### src/logic/dic_pkg.sv
package dic_pkg;
  // ----------------------------------------
  // Clock and timing
  // ----------------------------------------
  localparam int unsigned CLK_HZ = 100_000_000;
  localparam int unsigned DISP_PERIOD_S = 3;
  localparam int unsigned DISP_SHOW_S = 1;
  localparam int unsigned DISP_PERIOD_CYC = DISP_PERIOD_S * CLK_HZ;
  localparam int unsigned DISP_SHOW_CYC = DISP_SHOW_S * CLK_HZ;
  localparam int unsigned REF_FMIN_HZ = 15;
  localparam int unsigned REF_FMAX_HZ = 5000;
  // Longest legal reference period, rounded down
  localparam int unsigned REF_PMAX_CYC = CLK_HZ / REF_FMIN_HZ;
  // Shortest legal reference period, rounded up
  localparam int unsigned REF_PMIN_CYC =
    (CLK_HZ + REF_FMAX_HZ - 1) / REF_FMAX_HZ;
  // ----------------------------------------
  // Sync loop constants
  // ----------------------------------------
  localparam logic [15:0] CAPTURE_SPAN_RST = 16'h000A;
  localparam logic [3:0] LOCK_EDGES = 4'h8;
  localparam logic [31:0] LOCK_ERR_MAX = 32'h0100_0000;
  localparam logic [23:0] PERIOD_TOL = 24'h000040;
  // Phase increment per Hz, scaled by 2^INC_FRAC
  localparam logic [15:0] INC_PER_HZ = 16'h2AF3;
  localparam int unsigned INC_FRAC = 8;
  localparam logic [4:0] SHIFT_BASE = 5'h0C;
  localparam logic [4:0] PHASE_PULL = 5'h02;
  // ----------------------------------------
  // Types
  // ----------------------------------------
  typedef enum logic [1:0] {
    DIC_IL_OFF,
    DIC_IL_GATE,
    DIC_IL_FORCE
  } dic_il_mode_t;
  typedef enum logic [1:0] {
    DIC_TR_IDLE,
    DIC_TR_WAIT,
    DIC_TR_RUN
  } dic_tr_state_t;
  typedef struct packed {
    dic_il_mode_t il_mode;
    logic trig_mode;
    logic sync_en;
    logic [15:0] frequency_setpoint;
    logic [31:0] reference_phase_offset;
    logic [3:0] track_speed;
    logic [31:0] angle_b;
    logic [31:0] angle_c;
  } dic_cfg_t;
endpackage

### src/logic/dic_dedicated_input_control.sv
// Behaviour
// [RULE_01] Off mode ignores interlock input
// [RULE_02] Gate mode: enable only while shorted
// [RULE_03] Gate mode: opening while enabled faults
// [RULE_04] Force mode: output follows shorted interlock
// [RULE_05] Armed transient starts on trigger rise
// [RULE_06] Waiting transient shows running, zero progress
// [RULE_07] Only phase A locks; B, C follow
// [RULE_08] Track setpoint plus/minus span; span resets 10Hz
// [RULE_09] Sync rising edge, 15 to 5000 Hz
// [RULE_10] Reacquire before lock; unlocked meanwhile
// [RULE_11] Lock status answers a query
// [RULE_12] Locked shown one second in three
// [RULE_13] Programmable phase offset to reference
// [RULE_14] Programmable loop tracking speed
// [RULE_15] Operator sets setpoint near reference
// [RULE_16] Operator avoids enabling while unlocked
// [RULE_17] Two-stage synchronizers on all inputs
// [RULE_18] Input high at 12V means shorted
module dic_dedicated_input_control
  import dic_pkg::*;
#(
  parameter int unsigned DISP_PERIOD_C = DISP_PERIOD_CYC,
  parameter int unsigned DISP_SHOW_C = DISP_SHOW_CYC,
  parameter int unsigned REF_PMAX_C = REF_PMAX_CYC,
  parameter int unsigned REF_PMIN_C = REF_PMIN_CYC
) (
  input wire logic core_clk_i,
  input wire logic reset_n_i,
  input wire dic_cfg_t cfg_i,
  input wire logic [15:0] capture_span_i,
  input wire logic capture_span_wr_i,
  input wire logic interlock_input_i,
  input wire logic transient_trigger_input_i,
  input wire logic sync_reference_i,
  input wire logic enable_req_i,
  input wire logic disable_req_i,
  input wire logic fault_clear_i,
  input wire logic transient_arm_i,
  input wire logic transient_done_i,
  input wire logic sync_query_i,
  output logic output_enable_o,
  output logic interlock_fault_o,
  output logic transient_running_o,
  output logic transient_progress_zero_o,
  output logic transient_start_o,
  output logic sync_locked_o,
  output logic sync_query_valid_o,
  output logic sync_query_locked_o,
  output logic status_show_synced_o,
  output logic [31:0] phase_a_o,
  output logic [31:0] phase_b_o,
  output logic [31:0] phase_c_o
);
  // ----------------------------------------
  // Input synchronizers
  // ----------------------------------------
  logic [2:0] pin_raw;
  logic [2:0] meta_q;
  logic [2:0] sync_q;
  logic [2:0] prev_q;
  logic il_s;
  logic trig_rise;
  logic ref_rise;
  assign pin_raw = {sync_reference_i, transient_trigger_input_i,
                    interlock_input_i};
  // Two flops per pin, third stage for edges
  always_ff @(posedge core_clk_i) begin
    if (!reset_n_i) begin
      meta_q <= 3'h0;
      sync_q <= 3'h0;
      prev_q <= 3'h0;
    end else begin
      meta_q <= pin_raw; // RULE_17
      sync_q <= meta_q;
      prev_q <= sync_q;
    end
  end
  assign il_s = sync_q[0]; // RULE_18
  assign trig_rise = sync_q[1] & ~prev_q[1]; // RULE_05
  assign ref_rise = sync_q[2] & ~prev_q[2]; // RULE_09
  // ----------------------------------------
  // Interlock and output enable
  // ----------------------------------------
  logic en_d, en_q, flt_d, flt_q;
  // Next enable and fault per interlock mode
  always_comb begin
    en_d = en_q;
    flt_d = flt_q && !fault_clear_i;
    unique case (cfg_i.il_mode)
      DIC_IL_GATE: begin
        if (en_q && !il_s) begin
          en_d = 1'b0; // RULE_03
          flt_d = 1'b1; // RULE_03
        end else if (disable_req_i) begin
          en_d = 1'b0;
        end else if (enable_req_i && il_s && !flt_q) begin
          en_d = 1'b1; // RULE_02
        end
      end
      DIC_IL_FORCE: begin
        en_d = il_s; // RULE_04
      end
      default: begin
        if (disable_req_i) begin
          en_d = 1'b0;
        end else if (enable_req_i) begin
          en_d = 1'b1; // RULE_01
        end
      end
    endcase
  end
  // Enable and fault registers
  always_ff @(posedge core_clk_i) begin
    if (!reset_n_i) begin
      en_q <= 1'b0;
      flt_q <= 1'b0;
    end else begin
      en_q <= en_d;
      flt_q <= flt_d;
    end
  end
  assign output_enable_o = en_q;
  assign interlock_fault_o = flt_q;
  // ----------------------------------------
  // Transient trigger
  // ----------------------------------------
  dic_tr_state_t tr_d, tr_q;
  logic start_d, start_q, run_d, run_q, zero_d, zero_q;
  // Arm, wait for edge, run
  always_comb begin
    tr_d = tr_q;
    start_d = 1'b0;
    unique case (tr_q)
      DIC_TR_IDLE: begin
        if (transient_arm_i && cfg_i.trig_mode) begin
          tr_d = DIC_TR_WAIT; // RULE_05
        end else if (transient_arm_i) begin
          tr_d = DIC_TR_RUN;
          start_d = 1'b1;
        end
      end
      DIC_TR_WAIT: begin
        if (transient_done_i) begin
          tr_d = DIC_TR_IDLE;
        end else if (trig_rise) begin
          tr_d = DIC_TR_RUN; // RULE_05
          start_d = 1'b1;
        end
      end
      DIC_TR_RUN: begin
        if (transient_done_i) begin
          tr_d = DIC_TR_IDLE;
        end
      end
      default: tr_d = DIC_TR_IDLE;
    endcase
    // Status flags follow the next state so they come from flops
    run_d = (tr_d != DIC_TR_IDLE); // RULE_06
    zero_d = (tr_d == DIC_TR_WAIT); // RULE_06
  end
  // Transient state registers
  always_ff @(posedge core_clk_i) begin
    if (!reset_n_i) begin
      tr_q <= DIC_TR_IDLE;
      start_q <= 1'b0;
      run_q <= 1'b0;
      zero_q <= 1'b0;
    end else begin
      tr_q <= tr_d;
      start_q <= start_d;
      run_q <= run_d;
      zero_q <= zero_d;
    end
  end
  assign transient_running_o = run_q; // RULE_06
  assign transient_progress_zero_o = zero_q; // RULE_06
  assign transient_start_o = start_q;
  // ----------------------------------------
  // Sync loop
  // ----------------------------------------
  logic [15:0] span_d, span_q;
  logic [23:0] cnt_d, cnt_q, per_d, per_q;
  logic [31:0] acc_d, acc_q, inc_d, inc_q;
  logic [3:0] good_d, good_q;
  logic lock_d, lock_q, sen_q;
  logic [16:0] f_lo, f_hi;
  logic [40:0] prod_lo, prod_hi;
  logic [31:0] inc_nom, inc_lo, inc_hi, err, err_abs, inc_adj;
  logic [4:0] shift;
  logic hw_ok, band_ok, steady, good_edge, ref_lost;
  // Capture band and nominal increments
  always_comb begin
    f_hi = {1'b0, cfg_i.frequency_setpoint} + {1'b0, span_q};
    f_lo = (cfg_i.frequency_setpoint > span_q) ?
      {1'b0, cfg_i.frequency_setpoint - span_q} : 17'h00000;
    prod_lo = 41'(cnt_q) * 41'(f_lo);
    prod_hi = 41'(cnt_q) * 41'(f_hi);
    band_ok = (prod_lo <= 41'(CLK_HZ)) && (prod_hi >= 41'(CLK_HZ));
    hw_ok = (cnt_q >= 24'(REF_PMIN_C)) && (cnt_q <= 24'(REF_PMAX_C));
    inc_nom = 32'((48'(cfg_i.frequency_setpoint) * 48'(INC_PER_HZ))
      >> INC_FRAC);
    inc_lo = 32'((48'(f_lo) * 48'(INC_PER_HZ)) >> INC_FRAC);
    inc_hi = 32'((48'(f_hi) * 48'(INC_PER_HZ)) >> INC_FRAC);
    err = acc_q - cfg_i.reference_phase_offset; // RULE_13
    err_abs = err[31] ? (~err + 32'h0000_0001) : err;
    steady = ((cnt_q > per_q) ? (cnt_q - per_q) : (per_q - cnt_q))
      <= PERIOD_TOL;
    good_edge = hw_ok && band_ok && steady && (err_abs < LOCK_ERR_MAX);
    ref_lost = (cnt_q >= 24'(REF_PMAX_C));
    shift = SHIFT_BASE + {1'b0, 4'hF - cfg_i.track_speed}; // RULE_14
    inc_adj = inc_q - 32'($signed(err) >>> shift);
  end
  // Period, phase accumulator and lock tracking
  always_comb begin
    span_d = capture_span_wr_i ? capture_span_i : span_q;
    cnt_d = ref_rise ? 24'h000001 : (ref_lost ? cnt_q : cnt_q + 24'h1);
    per_d = ref_rise ? cnt_q : per_q;
    acc_d = acc_q + inc_q;
    inc_d = inc_q;
    good_d = good_q;
    lock_d = lock_q;
    if (!cfg_i.sync_en || !sen_q) begin
      inc_d = inc_nom;
      good_d = 4'h0; // RULE_10
      lock_d = 1'b0; // RULE_10
    end else if (ref_lost) begin
      good_d = 4'h0;
      lock_d = 1'b0;
    end else if (ref_rise && hw_ok && band_ok) begin
      // Only phase A is pulled toward the reference
      acc_d = acc_q + inc_q - 32'($signed(err) >>> PHASE_PULL); // RULE_07
      if (inc_adj < inc_lo) begin
        inc_d = inc_lo; // RULE_08
      end else if (inc_adj > inc_hi) begin
        inc_d = inc_hi; // RULE_08
      end else begin
        inc_d = inc_adj;
      end
      if (!good_edge) begin
        good_d = 4'h0; // RULE_10
        lock_d = 1'b0;
      end else if (good_q < LOCK_EDGES) begin
        good_d = good_q + 4'h1;
      end else begin
        lock_d = 1'b1; // RULE_10
      end
    end else if (ref_rise) begin
      inc_d = inc_nom; // RULE_08
      good_d = 4'h0;
      lock_d = 1'b0;
    end
  end
  // Sync loop registers
  always_ff @(posedge core_clk_i) begin
    if (!reset_n_i) begin
      span_q <= CAPTURE_SPAN_RST; // RULE_08
      cnt_q <= 24'h000000;
      per_q <= 24'h000000;
      acc_q <= 32'h0000_0000;
      inc_q <= 32'h0000_0000;
      good_q <= 4'h0;
      lock_q <= 1'b0;
      sen_q <= 1'b0;
    end else begin
      span_q <= span_d;
      cnt_q <= cnt_d;
      per_q <= per_d;
      acc_q <= acc_d;
      inc_q <= inc_d;
      good_q <= good_d;
      lock_q <= lock_d;
      sen_q <= cfg_i.sync_en;
    end
  end
  // ----------------------------------------
  // Phases, status display and query
  // ----------------------------------------
  logic [31:0] disp_d, disp_q, pb_d, pb_q, pc_d, pc_q;
  logic show_d, show_q, qv_q, ql_q;
  // Display cadence and phase B/C derivation
  always_comb begin
    disp_d = !lock_d ? 32'h0000_0000 :
      ((disp_q >= 32'(DISP_PERIOD_C - 1)) ? 32'h0000_0000 :
      disp_q + 32'h0000_0001);
    show_d = lock_d && (disp_d < 32'(DISP_SHOW_C)); // RULE_12
    pb_d = acc_d + cfg_i.angle_b; // RULE_07
    pc_d = acc_d + cfg_i.angle_c; // RULE_07
  end
  // Output registers
  always_ff @(posedge core_clk_i) begin
    if (!reset_n_i) begin
      disp_q <= 32'h0000_0000;
      show_q <= 1'b0;
      pb_q <= 32'h0000_0000;
      pc_q <= 32'h0000_0000;
      qv_q <= 1'b0;
      ql_q <= 1'b0;
    end else begin
      disp_q <= disp_d;
      show_q <= show_d;
      pb_q <= pb_d;
      pc_q <= pc_d;
      qv_q <= sync_query_i; // RULE_11
      ql_q <= sync_query_i ? lock_q : ql_q; // RULE_11
    end
  end
  assign sync_locked_o = lock_q;
  assign status_show_synced_o = show_q;
  assign sync_query_valid_o = qv_q;
  assign sync_query_locked_o = ql_q;
  assign phase_a_o = acc_q;
  assign phase_b_o = pb_q;
  assign phase_c_o = pc_q;
endmodule

### config.mk
export PLATFORM = sky130hd
export DESIGN_NAME = dic_dedicated_input_control
export DESIGN_NICKNAME = d
export VERILOG_FILES = /design/src/logic/dic_pkg.sv /design/src/logic/dic_dedicated_input_control.sv
export SDC_FILE = /design/constraint.sdc
export NUM_CORES = 2
export LEC_CHECK = 0
export ABC_AREA = 1
export BUFFER_PORTS_ARGS = -buffer_cell sky130_fd_sc_hd__buf_2
export CAP_MARGIN = 0
export CORE_UTILIZATION = 25
export CTS_BUF_LIST = sky130_fd_sc_hd__clkbuf_8
export DETAILED_ROUTE_END_ITERATION = 7
export SETUP_SLACK_MARGIN = 0.4
export SLEW_MARGIN = 20
export SYNTH_ARGS = -nofsm -noshare
export SYNTH_HDL_FRONTEND = slang
export SYNTH_SLANG_ARGS = --single-unit
### constraint.sdc
create_clock -name core_clk_i -period 16.9 [get_ports core_clk_i]
set_input_delay 1.69 -clock core_clk_i [delete_from_list [all_inputs] [get_ports core_clk_i]]
set_output_delay 1.69 -clock core_clk_i [all_outputs]
set_load 0.03 [all_outputs]
After elaboration in Yosys (flattened, before gate mapping) --
Index checks and enable logic that the tools add are counted.
Cells by class: add/sub/neg operators 16, $mul 5, div/mod/pow operators 0, order comparisons 14, eq/ne operators 9, shift operators 1, muxes and demuxes 45, bitwise logic cells 7, reductions and logical operators 31
Operators with widths (number):
- $mux 32 | 10
- $add 32x32->32 | 3
- $sub 32x32->32 | 3
- $add 32x1->32 const B | 2
- $mul 16x14->30 const B | 2
- $sub 24x24->24 | 2
- $mux 22 | 2
- $ge 41x27->1 const B | 1
- $mul 24x17->41 | 1
- $le 40x27->1 const B | 1
- $mul 24x16->40 | 1
- $ge 32x29->1 const B | 1
- $gt 32x23->1 | 1
- $lt 32x22->1 | 1
- $lt 32x25->1 const B | 1
- $lt 32x27->1 const B | 1
- $not 32->32 | 1
- $sshr 32x5->32 | 1
- $mul 17x14->31 const B | 1
- $add 24x1->24 const B | 1
- $ge 24x15->1 const B | 1
- $ge 24x23->1 const B | 1
- $gt 24x24->1 | 1
- $le 24x23->1 const B | 1
- other kinds (33) | 87
Storage, ports and cells: register bits after elaboration 249, bits in latches 0, memory bits (writable) 0, ROM bits 0, bits of input ports 148, output and inout bits 105, word-level logic and storage cells 153, memories 0

Logic depth before layout (Yosys ltp) --
depth in word-level cells 15, gate-level depth with buffers 82, depth with buffers taken out 79

Least setup slack after synthesis --
No wires, ideal clock.
path kind input to register, start point input cfg_i[100] in the netlist's numbering, end point register pc_q[26], in the netlist phase_c_o[26], setup time 0.122 ns, arrival 11.844 ns, required time 16.778 ns, setup slack 4.934 ns, stages 71, path buffers 3, path through ha_1 inv_1 fa_1 o31ai_1 nand3_1 nand2_1 nand3_1 nand2_1 inv_1 o31ai_1 nand2_1 nand2_1 a21oi_1 o21ai_0 nand2_1 nand2_1 a21oi_1 inv_1 [... 35 more ...] inv_1 o21ai_0 nand2_1 nand2_1 nand2_1 a21oi_1 o21a_1 o21ai_0 nand2_1 nand2_1 a21oi_1 o21ai_0 nand2_1 nand2_1 nand2_1 nand2_1 o21ai_0 a21oi_1
Between the ends: longest elaborated chain between the ends 10, elaborated cells between the ends (all ways) 14, classes of those cells add/sub (3); mul (2); order compare (3); mux (4); reduce/logical (2)
Ends and longest elaborated chain:
- start: declaration | line dic_dedicated_input_control.sv:30 | input wire dic_cfg_t cfg_i,
- $sub 16x16->16 / $gt 16x16->1 (equally long branches) | line dic_dedicated_input_control.sv:196, dic_dedicated_input_control.sv:195
- $mux 16 | line dic_dedicated_input_control.sv:195 | f_lo = (cfg_i.frequency_setpoint > span_q) ?
- $mul 24x16->40 | line dic_dedicated_input_control.sv:197 | prod_lo = 41'(cnt_q) * 41'(f_lo);
- $le 40x27->1 | line dic_dedicated_input_control.sv:199 | band_ok = (prod_lo <= 41'(CLK_HZ)) && (prod_hi >= 41'(CLK_HZ));
- $logic_and 1x1->1 * | line dic_dedicated_input_control.sv:199
- $logic_and 1x1->1 * | line dic_dedicated_input_control.sv:230 | end else if (ref_rise && hw_ok && band_ok) begin
- $mux 32 * | line dic_dedicated_input_control.sv:230
- $mux 32 * | line dic_dedicated_input_control.sv:227 | end else if (ref_lost) begin
- $mux 32 * | line dic_dedicated_input_control.sv:223 | if (!cfg_i.sync_en || !sen_q) begin
- net acc_d[1] | line dic_dedicated_input_control.sv:184 | logic [31:0] acc_d, acc_q, inc_d, inc_q;
- $add 32x32->32 * | line dic_dedicated_input_control.sv:288 | pc_d = acc_d + cfg_i.angle_c;
- end signal: assignment | line dic_dedicated_input_control.sv:303 | pc_q <= pc_d;
- end: declaration | line dic_dedicated_input_control.sv:279 | logic [31:0] disp_d, disp_q, pb_d, pb_q, pc_d, pc_q;
Mark *: on every way through the listed nets, which the timed path passes. The rest lies on a longest branch. A chain may end at the register's enable or synchronous reset.

Worst setup path in the final report --
start point input cfg_i[101] in the netlist's numbering, end point register pc_q[26], in the netlist phase_c_o[26]
The elaborated chain is that of the path after synthesis.

==> metrics.txt <==
Clock Skew ~140 ps; total track usage 16.99%; port bufs between 200 and 300; Die Footprint roughly 280000 µm²; total CTS buffers 54; worst path required time 17460 ps; Syn Area/Cell 7.003 µm²; final WL between 200000 and 250000 µm; Fmax between 60 and 70 MHz; Arr. time, crit path between 15000 and 20000 ps; register area share after synthesis 7.255%; clk_lat worst skew 810 ps; fin crit period roughly 15000 ps; remaining antenna violation count 0; fin crit share between 80% and 90%; CTS tree yes; clock sink count between 200 and 250; first-pass GRT wire length 366300 µm; H-Tree Depth 2; status completed; Die Y 525.2 µm; Iteration-0 DRC Markers roughly 5500; Avg WL per Cell between 15 and 20 µm; number of global-route vias before repair 62060; fin. max-slew vios 0; RSZ-0062 raised after global routing false; delay of the slowest critical-path stage 680 ps; row cnt about 190; clk root buf clkbuf_8; CP endpoint kind flop; slowest library cell on the worst path inv_1; DRC 0; Async SR Flop Fraction 0%; hold_buf cts 0; post-CTS setup buffers 0; Setup WS pre-CTS 1472 ps; Synth cell types 67; Routability Congestion 0.9496; # resized after CTS 0; setup ws final 1970 ps; most frequent CP cell nand2_1; core box area between 200000 and 300000 µm²; Syn. warnings 0; Layout area overhead 9.666%; FILL cells roughly 30000; gr ovfl total 0; clk slew on worst S/H paths approximately 60 ps; setup TNS 0 ps; Hold Path Class flop to flop; Max Root-Sink Buffers 3; initial antenna violation count 21; FF+latch count, synth about 250; Final Hold Viols 0; pin count of the biggest net entering global routing 87; Post-Syn Instances 9772; number of flops mapped to enable cells by yosys 0; post-DP HPWL ~200000 µm; WS Path Type input pin to flop; Rel. slew slack roughly a quarter; via count roughly 64000; Starting Density between 20% and 30%; final setup fails 0; layout cells sized above 1 under 10%; Slew @ Worst Pin 1110 ps; maxcap violations 0; IO Pins around 250; nets@finish 11900; worst-path maximum fanout 30; die width 525.2 µm; DRT Pass-1 Iters 8; synthesized cell area a little under 70000 µm²; vias per cell 4.695; Startpoint Class input pin; Synth Flop Type dfxtp_1
[cell usage after synthesis, types with 5 or more instances]
| library cell | instances | area share (%) |
|---|---|---|
| nand4_1 | 94 | 0.86 |
| nor3b_1 | 5 | 0.055 |
| a221oi_1 | 6 | 0.077 |
| a21boi_0 | 13 | 0.14 |
| xor2_1 | 145 | 1.9 |
| o21ai_0 | 434 | 3.2 |
| nand3b_1 | 29 | 0.32 |
| a211oi_1 | 5 | 0.055 |
| a31oi_1 | 40 | 0.37 |
| clkinv_1 | 13 | 0.071 |
| nand3_2 | 13 | 0.19 |
| o21a_1 | 31 | 0.34 |
| nor3_1 | 86 | 0.63 |
| o21bai_1 | 39 | 0.43 |
| dfxtp_1 | 248 | 7.3 |
| or2_2 | 25 | 0.23 |
| o21ai_1 | 20 | 0.15 |
| buf_2 | 31 | 0.23 |
| inv_1 | 1992 | 11 |
| xnor2_1 | 72 | 0.92 |
| buf_6 | 7 | 0.12 |
| buf_1 | 21 | 0.12 |
| o31ai_1 | 12 | 0.13 |
| o221ai_1 | 6 | 0.077 |
| nand2_2 | 31 | 0.28 |
| nor2_1 | 809 | 4.4 |
| nor2_2 | 37 | 0.34 |
| a21oi_1 | 652 | 4.8 |
| nand2_1 | 2342 | 13 |
| nand3_1 | 341 | 2.5 |
| a21o_1 | 24 | 0.26 |
| ha_1 | 916 | 17 |
| clkbuf_1 | 179 | 0.98 |
| nor4_1 | 27 | 0.25 |
| fa_1 | 908 | 27 |
| o211ai_1 | 23 | 0.25 |
| buf_4 | 8 | 0.088 |
| nor2_4 | 6 | 0.099 |
| inv_2 | 17 | 0.093 |
[layout make-up]
type	count	area, µm²	area share [%]
inverters	2025	7609	10.14
well taps	3570	4467	5.952
repair buffers	343	1947	2.594
flip-flops and latches	248	4966	6.617
diodes	5	12.51	0.01667
clock buffers	71	977.2	1.302
multi-input cells	7252	54840	73.07
clock inverters	28	236.5	0.3151
[per-stage QoR]
step	cell area, µm²	hold WS, ps	util, %	std cells
after floorplan	68440	390.5	-	9774
after global placement	73830	394.1	27.19	13440
after detailed placement	73830	396.8	27.19	13440
after CTS	75040	408.5	27.64	13540
after global routing	75050	433.6	27.65	13540
final	75050	408.5	27.65	13540
[sequential cells by signal, indices dropped and copies added (netlist names), 16 cells and up]
| register | cells |
|---|---|
| disp_q | 32 |
| inc_q | 32 |
| phase_a_o | 32 |
| phase_b_o | 32 |
| phase_c_o | 32 |
| cnt_q | 24 |
| per_q | 24 |
| span_q | 16 |
[layer usage]
metal | share of wire [%] | vias up | track usage (%)
met5 | 0.029 | - | 0
met3 | 8.7 | 396 | 2.984
met1 | 45 | 30250 | 23.53
met4 | 2.9 | 10 | 4.826
met2 | 44 | 2235 | 26.84
li1 | - | 30690 | -
[placed cells by master (no fill, tap or decap), types with 20 or more instances in the layout]
cell / synthesis / layout
dfxtp_1: 248 / 247
ha_1: 916 / 916
nor2_1: 809 / 804
a21oi_1: 652 / 651
o21ai_0: 434 / 434
o211ai_1: 23 / 23
nand3_1: 341 / 341
a31oi_1: 40 / 40
xnor2_1: 72 / 72
a21o_1: 24 / 24
inv_1: 1992 / 2003
buf_2: 31 / 251
or2_2: 25 / 25
fa_1: 908 / 908
o21bai_1: 39 / 39
nor4_1: 27 / 27
nand2_1: 2342 / 2342
xor2_1: 145 / 145
clkbuf_8: 0 / 71
nand4_1: 94 / 94
buf_4: 8 / 92
o21a_1: 31 / 31
nand2_2: 31 / 31
nand3b_1: 29 / 29
nor2_2: 37 / 41
o21ai_1: 20 / 20
nor3_1: 86 / 85
[logic make-up (layout without fill, tap and decap cells)]
group | count (synthesis) | in the layout | share of synthesized area [%]
muxes | 4 | 4 | 0.05851
and+or+nand+nor | 3872 | 3872 | 23.36
xor gates and xnor gates | 219 | 219 | 2.825
AOI/OAI and AO/OA | 1330 | 1330 | 10.53
adders and majority gates | 1824 | 1824 | 43.31
other | 1 | 8 | 0.005480
DFF | 248 | 248 | 7.255
buffers and inverters | 2274 | 2467 | 12.67
[worst paths after layout]
kind	cells after the start	to	startpoint	slack (ps)
worst min-delay path	2	sync_q[0]	meta_q[0]	410
worst min register to register	2	sync_q[0]	meta_q[0]	410
worst max-delay path	69	phase_c_o[26]	cfg_i[101]	1970
worst max register to register	68	phase_c_o[26]	span_q[1]	2710
[worst max-delay path, delay by kind of cell]
family / cells / cell delay [ps]
fa+ha+maj: 10 / 4740
simple gates: 35 / 4730
buf+inv: 12 / 2060
compound gates: 12 / 2170
Power is not shown: default switching activity piles up to over one toggle a cycle in this logic, so the estimate is an artifact.
